$ cat config.mk
export PLATFORM = sky130hd
export DESIGN_NAME = input_port_debounce
export DESIGN_NICKNAME = d
export VERILOG_FILES = /design/src/input_port_debounce.v
export VERILOG_INCLUDE_DIRS = /design/src
export SDC_FILE = /design/constraint.sdc
export NUM_CORES = 1
export LEC_CHECK = 0
export BUFFER_PORTS_ARGS = -buffer_cell sky130_fd_sc_hd__buf_2
export CORE_MARGIN = 2
export CORE_UTILIZATION = 30
export CTS_BUF_LIST = sky130_fd_sc_hd__clkbuf_8
export DETAILED_ROUTE_END_ITERATION = 10
export SLEW_MARGIN = 5
export SYNTH_ARGS = -nofsm -noshare
export SYNTH_HDL_FRONTEND = slang
export SYNTH_SLANG_ARGS = --single-unit
$ cat constraint.sdc
create_clock -name clk -period 2.2 [get_ports clk]
set_input_delay 0.11 -clock clk [delete_from_list [all_inputs] [get_ports clk]]
set_output_delay 0.11 -clock clk [all_outputs]
set_load 0.005 [all_outputs]
$ cat src/input_port_defines.vh
// Constants for the eight-bit debounced input port
`ifndef INPUT_PORT_DEFINES_VH
`define INPUT_PORT_DEFINES_VH

// =============================================================
// Register addresses (indices on the plain register port)
`define ADDR_PORT_INPUT_VALUE    4'h0
`define ADDR_DEBOUNCE_ENABLE     4'h1
`define ADDR_EDGE_POLARITY       4'h2
`define ADDR_PULLUP_ENABLE       4'h3
`define ADDR_RESET_PATTERN_LOW   4'h4
`define ADDR_RESET_PATTERN_HIGH  4'h5
`define ADDR_SYSTEM_MISC         4'h6

// =============================================================
// Reset values
`define RST_BYTE                 8'h00

// =============================================================
// System misc control field positions
`define MISC_DEBOUNCE_FAST_BIT   0
`define MISC_RC_FROM_INPUT_BIT   1
`define MISC_WIDTH               2

// =============================================================
// Timing: clock rate and debounce sample rates
`define CLK_HZ                   100000000
`define DEB_SLOW_HZ              256
`define DEB_FAST_HZ              8000
`define DEB_SLOW_CYCLES          (`CLK_HZ / `DEB_SLOW_HZ)
`define DEB_FAST_CYCLES          (`CLK_HZ / `DEB_FAST_HZ)

`endif

$ cat src/input_port_debounce.v
// Eight-bit input port with debounce, pull-ups, edge interrupts and pattern reset
//
// Functional notes
// - Each input passes its debouncer when its enable bit is set, else raw.
// - A debounced level changes only after two equal samples on the debounce clock.
// - Debounce clock is 256 Hz with speed bit 0, 8 kHz with bit 1.
// - Debounce enable register clears to zero on configuration reset.
// - Input value register returns filtered or raw levels per bit.
// - Pull-up bit 1 connects a pull-up; bits clear on configuration reset.
// - Edge bit 0 selects rising, 1 falling; clears to rising on system reset.
// - Interrupt edges come from the debounced signal when debouncing is on.
// - Edge detection follows polarity selection; an edge-bit change can interrupt.
// - Inputs 0,1,4,5 go to the mid group, 2,3,6,7 to low, same bits.
// - Input 0 and 1 interrupts also drive events 0 and 4.
// - Inputs 0 to 3, filtered when enabled, are counter clock sources.
// - Reset request is the AND of all eight per-input reset terms.
// - Pair 00 gives 0, 01 pin, 10 inverted pin, 11 gives 1.
// - All ones in both pattern registers force the reset request.
// - Any 00 pair blocks reset; pattern registers clear on system reset.
// - RC-enable bit and input 0 high set the RC oscillator enable.
//
// Chosen here: the strobed register port and the register offsets.
`timescale 1ns/1ps
`include "input_port_defines.vh"

module input_port_debounce (
    // Clock and resets
    input  wire        clk,
    input  wire        rst_n,
    input  wire        pconf_rst_n,
    // Pads
    input  wire [7:0]  input_port_pin,
    output wire [7:0]  pullup_bits,
    // Register port
    input  wire [3:0]  reg_addr,
    input  wire [7:0]  reg_wdata,
    input  wire        reg_wr,
    input  wire        reg_rd,
    output reg  [7:0]  reg_rdata,
    // Interrupt and event outputs
    output wire [7:0]  input_interrupt_bus,
    output wire [7:0]  mid_priority_irq_group,
    output wire [7:0]  low_priority_irq_group,
    output wire [7:0]  event_flags,
    // Counter clock sources and system requests
    output wire [3:0]  counter_clock_src,
    output reg         pattern_reset_request,
    output reg         rc_oscillator_set
);

    // =============================================================
    // Configuration registers
    reg  [7:0]  debounce_enable_reg;
    reg  [7:0]  edge_polarity_reg;
    reg  [7:0]  pullup_enable_reg;
    reg  [7:0]  reset_pattern_low_reg;
    reg  [7:0]  reset_pattern_high_reg;
    reg  [1:0]  system_misc_reg;

    // Pipeline state
    reg  [7:0]  sync1_reg;
    reg  [7:0]  sync2_reg;
    reg  [7:0]  sample_reg;
    reg  [7:0]  filtered_reg;
    reg  [7:0]  polar_prev_reg;
    reg  [7:0]  irq_reg;
    reg  [19:0] div_cnt_reg;
    reg  [19:0] div_cnt_next;
    reg         deb_tick;

    wire [7:0]  input_level_bits;
    wire [7:0]  polar_level;
    wire [7:0]  per_input_reset_term;
    wire        debounce_speed_select;
    wire        rc_enable_from_input;

    assign debounce_speed_select = system_misc_reg[`MISC_DEBOUNCE_FAST_BIT];
    assign rc_enable_from_input  = system_misc_reg[`MISC_RC_FROM_INPUT_BIT];

    // =============================================================
    // Synchroniser: first stage feeds only the second
    always @(posedge clk or negedge rst_n) begin
        if (!rst_n) begin
            sync1_reg <= `RST_BYTE;
            sync2_reg <= `RST_BYTE;
        end else begin
            sync1_reg <= input_port_pin;
            sync2_reg <= sync1_reg;
        end
    end

    // =============================================================
    // Debounce clock divider, a one-cycle tick at the selected rate
    always @* begin
        div_cnt_next = div_cnt_reg + 20'h0_0001;
        deb_tick     = 1'b0;
        if (debounce_speed_select) begin
            if (div_cnt_reg >= (`DEB_FAST_CYCLES - 1)) begin
                div_cnt_next = 20'h0_0000;
                deb_tick     = 1'b1;
            end
        end else if (div_cnt_reg >= (`DEB_SLOW_CYCLES - 1)) begin
            div_cnt_next = 20'h0_0000;
            deb_tick     = 1'b1;
        end
    end

    always @(posedge clk or negedge rst_n) begin
        if (!rst_n) begin
            div_cnt_reg <= 20'h0_0000;
        end else begin
            div_cnt_reg <= div_cnt_next;
        end
    end

    // =============================================================
    // Per-bit debouncer: accept a level seen on two successive ticks
    genvar i;
    generate
        for (i = 0; i < 8; i = i + 1) begin : g_deb
            always @(posedge clk or negedge rst_n) begin
                if (!rst_n) begin
                    sample_reg[i]   <= 1'b0;
                    filtered_reg[i] <= 1'b0;
                end else if (deb_tick) begin
                    sample_reg[i] <= sync2_reg[i];
                    if (sample_reg[i] == sync2_reg[i]) begin
                        filtered_reg[i] <= sync2_reg[i];
                    end
                end
            end
            // Raw path keeps full speed when filtering is off
            assign input_level_bits[i] = debounce_enable_reg[i] ? filtered_reg[i]
                                                                : sync2_reg[i];
            // Pattern reset term selection from the high/low pair
            assign per_input_reset_term[i] =
                (reset_pattern_high_reg[i] & reset_pattern_low_reg[i]) |
                (~reset_pattern_high_reg[i] & reset_pattern_low_reg[i] & sync2_reg[i]) |
                (reset_pattern_high_reg[i] & ~reset_pattern_low_reg[i] & ~sync2_reg[i]);
        end
    endgenerate

    // =============================================================
    // Edge detection after polarity: rising of the inverted level is a fall
    assign polar_level = input_level_bits ^ edge_polarity_reg;

    always @(posedge clk or negedge rst_n) begin
        if (!rst_n) begin
            polar_prev_reg <= `RST_BYTE;
            irq_reg        <= `RST_BYTE;
        end else begin
            polar_prev_reg <= polar_level;
            irq_reg        <= polar_level & ~polar_prev_reg;
        end
    end

    assign input_interrupt_bus    = irq_reg;
    assign mid_priority_irq_group = {2'b00, irq_reg[5:4], 2'b00, irq_reg[1:0]};
    assign low_priority_irq_group = {irq_reg[7:6], 2'b00, irq_reg[3:2], 2'b00};
    assign event_flags            = {3'b000, irq_reg[1], 3'b000, irq_reg[0]};
    assign counter_clock_src      = input_level_bits[3:0];
    assign pullup_bits            = pullup_enable_reg;

    // =============================================================
    // Pattern reset and RC enable requests, registered to avoid glitches
    always @(posedge clk or negedge rst_n) begin
        if (!rst_n) begin
            pattern_reset_request <= 1'b0;
            rc_oscillator_set     <= 1'b0;
        end else begin
            pattern_reset_request <= &per_input_reset_term;
            rc_oscillator_set     <= rc_enable_from_input & input_level_bits[0];
        end
    end

    // =============================================================
    // Registers cleared by the configuration reset
    always @(posedge clk or negedge pconf_rst_n) begin
        if (!pconf_rst_n) begin
            debounce_enable_reg <= `RST_BYTE;
            pullup_enable_reg   <= `RST_BYTE;
        end else if (reg_wr) begin
            if (reg_addr == `ADDR_DEBOUNCE_ENABLE) begin
                debounce_enable_reg <= reg_wdata;
            end
            if (reg_addr == `ADDR_PULLUP_ENABLE) begin
                pullup_enable_reg <= reg_wdata;
            end
        end
    end

    // Registers cleared by the system reset
    always @(posedge clk or negedge rst_n) begin
        if (!rst_n) begin
            edge_polarity_reg      <= `RST_BYTE;
            reset_pattern_low_reg  <= `RST_BYTE;
            reset_pattern_high_reg <= `RST_BYTE;
            system_misc_reg        <= 2'b00;
        end else if (reg_wr) begin
            case (reg_addr)
                `ADDR_EDGE_POLARITY: begin
                    edge_polarity_reg <= reg_wdata;
                end
                `ADDR_RESET_PATTERN_LOW: begin
                    reset_pattern_low_reg <= reg_wdata;
                end
                `ADDR_RESET_PATTERN_HIGH: begin
                    reset_pattern_high_reg <= reg_wdata;
                end
                `ADDR_SYSTEM_MISC: begin
                    system_misc_reg <= reg_wdata[1:0];
                end
                default: begin
                end
            endcase
        end
    end

    // =============================================================
    // Read data stands one cycle after the strobe, zero otherwise
    always @(posedge clk or negedge rst_n) begin
        if (!rst_n) begin
            reg_rdata <= `RST_BYTE;
        end else if (reg_rd) begin
            case (reg_addr)
                `ADDR_PORT_INPUT_VALUE:   reg_rdata <= input_level_bits;
                `ADDR_DEBOUNCE_ENABLE:    reg_rdata <= debounce_enable_reg;
                `ADDR_EDGE_POLARITY:      reg_rdata <= edge_polarity_reg;
                `ADDR_PULLUP_ENABLE:      reg_rdata <= pullup_enable_reg;
                `ADDR_RESET_PATTERN_LOW:  reg_rdata <= reset_pattern_low_reg;
                `ADDR_RESET_PATTERN_HIGH: reg_rdata <= reset_pattern_high_reg;
                `ADDR_SYSTEM_MISC:        reg_rdata <= {6'b00_0000, system_misc_reg};
                default:                  reg_rdata <= `RST_BYTE;
            endcase
        end else begin
            reg_rdata <= `RST_BYTE;
        end
    end

endmodule

==> results of run 1 <==
[power groups by stage]
stage               clock network (uW)  logic [uW]  registers [uW]
floorplan                            0         870            2910
global placement                     0        1150            2960
detailed placement                   0        1170            2990
CTS                               2090        1200            2940
global route                      2180        1340            3000
finish                            2010        1180            2940
[worst max-delay path: cells and delay by family, from the launching register on]
family | cells | cell delay, ps
simple gates | 2 | 490
flops | 1 | 410
compound gates | 2 | 400
mux | 1 | 380
fa+ha+maj | 1 | 250
[metrics by stage]
stage | cell area, um2 | setup slack [ps] | hold WS [ps] | total power (uW)
4_1_cts | 6410 | 147 | 81.7 | 6240
3_3_place_gp | 5810 | 230 | 33.1 | 4110
2_1_floorplan | 5370 | 231 | -186 | 3780
5_1_grt | 6410 | 20.8 | 103 | 6520
6_report | 6410 | 156 | 101 | 6130
3_5_place_dp | 5810 | 149 | 32.4 | 4160
[layout make-up]
class	count	area, um2	area share [%]
Sequential cell	120	3000	46.8
Clock inverter	11	121	1.89
Multi-Input combinational cell	281	2080	32.5
Clock buffer	21	289	4.51
Inverter	8	30.0	0.468
Timing Repair Buffer	93	601	9.37
Tap cell	225	282	4.39
[cells in the final DEF (no fill, tap or decap), drive strengths merged, types with 10 or more instances in the layout]
master,netlist,layout
a21boi,10,10
a21oi,10,10
buf,32,74
clkbuf,5,21
conb,1,15
dfrtp,120,120
dlygate4sd3,0,19
mux2,54,54
mux2i,16,16
nand2,11,11
nand3,12,12
nor2,41,41
nor2b,13,13
xnor2,16,16
[worst paths after layout]
kind | depth (start not counted) | end
max reg2reg | 6 | sample_reg[7]
min | 2 | sync1_reg[2]
max | 6 | sample_reg[7]
max in group asynchronous | 3 | input_interrupt_bus[6]
min in group clk | 3 | reg_rdata[0]
min reg2reg | 0 | sync2_reg[2]
[synthesized netlist by cell type (all sizes together), types with 3 or more instances]
| cell type | n | area, um2 |
|---|---|---|
| clkbuf | 5 | 18.8 |
| mux2i | 16 | 160 |
| inv | 7 | 26.3 |
| nand3 | 12 | 60.1 |
| xor2 | 8 | 70.1 |
| a311o | 8 | 80.1 |
| o21a | 8 | 60.1 |
| nor2 | 41 | 154 |
| buf | 32 | 236 |
| nand2 | 11 | 41.3 |
| a21boi | 10 | 75.1 |
| nand4 | 3 | 18.8 |
| xnor2 | 16 | 140 |
| mux2 | 54 | 608 |
| a22oi | 6 | 45.0 |
| nor3 | 7 | 35.0 |
| dfrtp | 120 | 3000 |
| a21oi | 10 | 50.1 |
| nor2b | 13 | 81.3 |
| a221oi | 3 | 26.3 |
| and3 | 4 | 25.0 |
| o21ai | 9 | 48.8 |
[cell families after synthesis]
kind of cell	count (synthesis)	synth area share [%]
DFF	120	56.4
and+or+nand+nor	104	9.57
muxes	72	15.3
buffers and inverters	45	5.36
adders and majority gates	2	0.470
AOI/OAI and AO/OA	64	8.84
xor gates and xnor gates	24	3.95
other	1	0.0705
[layer usage]
metal	vias to the layer above	wire length, um	track usage (%)
li1	1667	-	-
met1	1829	5490	17.8
met2	92	5470	20.5
met3	19	506	3.63
met4	0	234	6.47
met5	-	0	0
[repair_timing]
item,CTS,global route
hold endpoints to repair,171,0
hold buffers,19,0
gates resized for setup,0,0
==> impl_metrics.csv, run 1 <==
group,metric,value,unit
cells_and_area,nFillCells,1707,
critical_path,worstReg2RegStart,"div_cnt_reg[0]",
critical_path,startpoint,"div_cnt_reg[0]",
grt,grt_pass1_wl,19.0,mm
sta,finalCriticalPeriod,2040,ps
detailed_routing,wl,11.7,mm
logic_synthesis,synth_edf_count,0,
critical_path,path_max_fanout,35,
critical_path,ff2ff_setup_slack,160,ps
sta,slew-limit-headroom,49.7,%
clock_network,post_cts_buffers,0,
detailed_routing,drt_first_iter_violations,256,
sta,clock_skew,17.4,ps
detailed_routing,first_pass_iters,4,
clock_network,cts-root-buf,"clkbuf_8",
sta,final.setup.tns,0,ps
pwr,clockPowerShare,32.8,%
cells_and_area,largest_reg_flops,20,
clock_network,clock-sinks,120,
pwr,seq_power_share,47.9,%
logic_synthesis,ys_types,47,
sta,drv_slew,0,
logic_synthesis,yosys_warnings,0,
floorplanning,rows,48,
clock_network,clkTransAtPathRegs,70,ps
place,place.port_buffers,64,
clock_network,clk_path_buf_depth,2,
logic_synthesis,synth_flop_cell,"dfrtp_1",
sta,fmax,489,MHz
detailed_routing,drtAntennaViolNets,0,
clock_network,insertion_delay,440,ps
critical_path,cp-end-kind,"register",
cells_and_area,syn2layout_area_growth,20.5,%
cells_and_area,diodes,0,
critical_path,arrival,2370,ps
floorplanning,coreArea,17300,um2
grt,grt.total_usage,13.5,%
grt,antenna_found_initial,0,
detailed_routing,wl_per_cell,15.4,um
cells_and_area,stdcell_count,759,
pwr,power_density,957,nW/um2
grt,grt_pass1_vias,3704,
clock_network,cts_buffers,17,
logic_synthesis,synth.avg_cell_area,12.3,um2
floorplanning,pin_count,79,
detailed_routing,num_vias,3607,
sta,worst_pin_slew,753,ps
pwr,p_sw,1720,uW
logic_synthesis,yosysSeqAreaShare,56.4,%
pwr,p_comb_share,19.3,%
floorplanning,die_w,137,um
pwr,p_int,4420,uW
sta,period_share,92.9,%
pwr,swShare,28.0,%
floorplanning,start_util,30.8,%
logic_synthesis,synth_area,5320,um2
clock_network,h-tree-depth,4,
logic_synthesis,synth-async-reset-ratio,100,%
cells_and_area,fin_util,37.1,%
logic_synthesis,syn_inst,432,
place,dp_cells,708,
logic_synthesis,synth-seq-cells,120,
critical_path,critPathMaxStageDelay,420,ps
place,gp_congestion,0.815,
cells_and_area,nets,548,
detailed_routing,via_per_inst,4.75,
critical_path,cp-start-kind,"register",
hold_path,hold_class,"primary input to asynchronous set/reset pin",
job,cap_viol_max_count,0,
pwr,ir_drop,0.410,mV
outcome,outcome,"finished clean",
sta,rsz0062_at_grt,"false",
place,hpwl,8.30,mm
sta,hold_viol_final,0,
pwr,leakage,0.00285,uW
grt,overflow,0,
sta,setup_viol,0,
floorplanning,dieArea,18800,um2
critical_path,crit_slowest_cell,"and2_4",
critical_path,path_cells,"ha_1 > nor3_1 > o2111a_1 > o21ai_2 > and2_4 > mux2_2",
clock_network,cts_tree,"built",
grt,grt_max_degree,42,
floorplanning,die_h,137,um
critical_path,crit_type,"register to register",
critical_path,crit_required,2530,ps
detailed_routing,drc,0,
cells_and_area,drive_gt1_share,30.9,%
(Power assumes the default switching activity.)
==> inputs of run 2 (changes only) <==
--- a/config.mk
+++ b/config.mk
@@ -6,11 +6,14 @@
 export SDC_FILE = /design/constraint.sdc
 export NUM_CORES = 1
 export LEC_CHECK = 0
+export ABC_CLOCK_PERIOD_IN_PS = 2200
 export BUFFER_PORTS_ARGS = -buffer_cell sky130_fd_sc_hd__buf_2
 export CORE_MARGIN = 2
-export CORE_UTILIZATION = 30
+export CORE_UTILIZATION = 45
 export CTS_BUF_LIST = sky130_fd_sc_hd__clkbuf_8
+export CTS_CLUSTER_DIAMETER = 80
 export DETAILED_ROUTE_END_ITERATION = 10
+export PLACE_DENSITY = 0.65
 export SLEW_MARGIN = 5
 export SYNTH_ARGS = -nofsm -noshare
 export SYNTH_HDL_FRONTEND = slang
==> run 2 against run 1 <==
Net effect:
- clock power rose by 13%
- register-to-register slack improved by 100 ps
- largest cell class unchanged
- highest routed layer unchanged
- setup slack better by 100 ps
- critical path depth fell by 1
- clock skew decreased by 9.2 ps
==> impl_metrics.csv, run 2 (synthesis results as in run 1) <==
group,metric,value,unit
detailed_routing,wl_per_cell,16.0,um
critical_path,reg2reg_to,"sample_reg[5]",
critical_path,crit_buf_inv,0,
cells_and_area,largest_reg_flops,20,
hold_path,hold_end,"reg_rdata[1]",
clock_network,cts_tree,"built",
grt,grt_pass1_wl,17.7,mm
sta,holdWs,143,ps
sta,drv_slew,0,
place,hpwl,7.36,mm
cells_and_area,most-common-layout-cells,"120 x dfrtp_1, 63 x buf_2, 54 x mux2_2",
sta,hold_viol_final,0,
critical_path,critPathMaxStageDelay,420,ps
place,place.port_buffers,64,
detailed_routing,num_vias,3532,
cells_and_area,drive_gt1_share,31.1,%
critical_path,path_max_fanout,24,
sta,setup_viol,0,
hold_path,timing.hold.worst_path_depth,3,
pwr,power_density,1000,nW/um2
grt,grt.total_usage,17.9,%
place,gp_congestion,0.796,
critical_path,critical_path.top_delay_family,"simple AND/OR/NAND/NOR gates",
critical_path,crit_type,"register to register",
clock_network,insertion_delay,420,ps
cells_and_area,nets,548,
detailed_routing,drt_first_iter_violations,147,
sta,rsz0062_at_grt,"false",
floorplanning,die_w,113,um
critical_path,cp_num_cells,5,
hold_path,hold_class,"primary input to register",
grt,overflow,0,
critical_path,worstReg2RegStart,"div_cnt_reg[6]",
floorplanning,start_util,46.4,%
cells_and_area,diodes,0,
grt,grt_max_degree,47,
cells_and_area,final_common_cell,"dfrtp_1",
critical_path,crit_slowest_cell,"dfrtp_1",
clock_network,h-tree-depth,4,
clock_network,cts_buffers,17,
detailed_routing,drc,0,
critical_path,reg2regPathDepth,5,
sta,finalCriticalPeriod,1940,ps
critical_path,ff2ff_setup_slack,260,ps
grt,grt_pass1_vias,3472,
cells_and_area,syn2layout_area_growth,19.5,%
critical_path,crit_required,2500,ps
sta,period_share,88.2,%
detailed_routing,drtAntennaViolNets,0,
grt,antenna_found_initial,0,
clock_network,clkTransAtPathRegs,80,ps
hold_path,holdCritStartpoint,"reg_addr[2]",
sta,slew-limit-headroom,60.5,%
clock_network,clock-sinks,120,
critical_path,cp-start-kind,"register",
floorplanning,die_h,113,um
critical_path,cp-end-kind,"register",
detailed_routing,wl,10.8,mm
pwr,leakage,0.00287,uW
clock_network,clk_path_buf_depth,2,
floorplanning,pin_count,79,
job,cap_viol_max_count,0,
sta,fmax,515,MHz
sta,clock_skew,8.23,ps
floorplanning,dieArea,12700,um2
critical_path,path_cells,"nand4_1 > nand2_1 > a41o_2 > and2_4 > mux2_2",
sta,worst_pin_slew,592,ps
sta,final.setup.tns,0,ps
pwr,ir_drop,0.439,mV
floorplanning,rows,39,
critical_path,arrival,2240,ps
detailed_routing,via_per_inst,5.22,
floorplanning,coreArea,11500,um2
clock_network,cts-root-buf,"clkbuf_8",
clock_network,post_cts_buffers,0,
outcome,outcome,"finished clean",
detailed_routing,first_pass_iters,4,
## run 2: where the power goes
group,total (uW),internal (uW),switching [uW]
registers,2940,2640,305
clock network,2280,1400,876
logic,1170,661,509
## run 2: routing by layer
metal  GRT usage [%]  up-vias  part of all wire [%]
li1                -     1661                     -
met1            24.3     1774                    46
met2            28.5       82                    49
met3            4.45       15                   3.8
met4            6.18        0                   1.2
met5               0        -                     0
## run 2: worst max-delay path by stage
stage / from / to / slack (ps)
3_3_place_gp: div_cnt_reg[0] / sample_reg[3] / 310
6_report: div_cnt_reg[6] / sample_reg[5] / 260
4_1_cts: div_cnt_reg[0] / sample_reg[5] / 250
2_1_floorplan: div_cnt_reg[0] / sample_reg[0] / 230
5_1_grt: div_cnt_reg[5] / sample_reg[4] / 120
3_5_place_dp: div_cnt_reg[0] / sample_reg[3] / 280
## run 2: worst register-to-register path, stage by stage (launching register included)
cell,delay (ps)
dfrtp_1,420
nand4_1,230
nand2_1,130
a41o_2,310
and2_4,350
mux2_2,390
## run 2: metrics by stage
stage / cells / util, % / cell area, um2 / total power (uW) / setup slack (ps)
final: 677 / 55.4 / 6360 / 6390 / 259
after global routing: 677 / 55.4 / 6360 / 6730 / 116
after CTS: 677 / 55.4 / 6360 / 6460 / 253
after detailed placement: 627 / 49.8 / 5710 / 4140 / 280
after global placement: 627 / 49.8 / 5710 / 4090 / 306
after floorplan: 446 / - / 5370 / 3780 / 231
## run 2: final cells by class
| cell class | instances | area (um2) |
|---|---|---|
| clock buffer | 19 | 262 |
| clock inverter | 13 | 201 |
| fill | 963 | 5110 |
| inverter | 8 | 30.0 |
| multi-input combinational | 281 | 2080 |
| sequential | 120 | 3000 |
| tap | 143 | 179 |
| timing repair buffer | 93 | 598 |
## run 2: what timing repair did
item / 4_1_cts / 5_1_grt
hold endpoints to repair: 109 / 0
setup endpoints to repair: 0 / 0
hold buffers: 18 / 0
gates resized for setup: 0 / 0
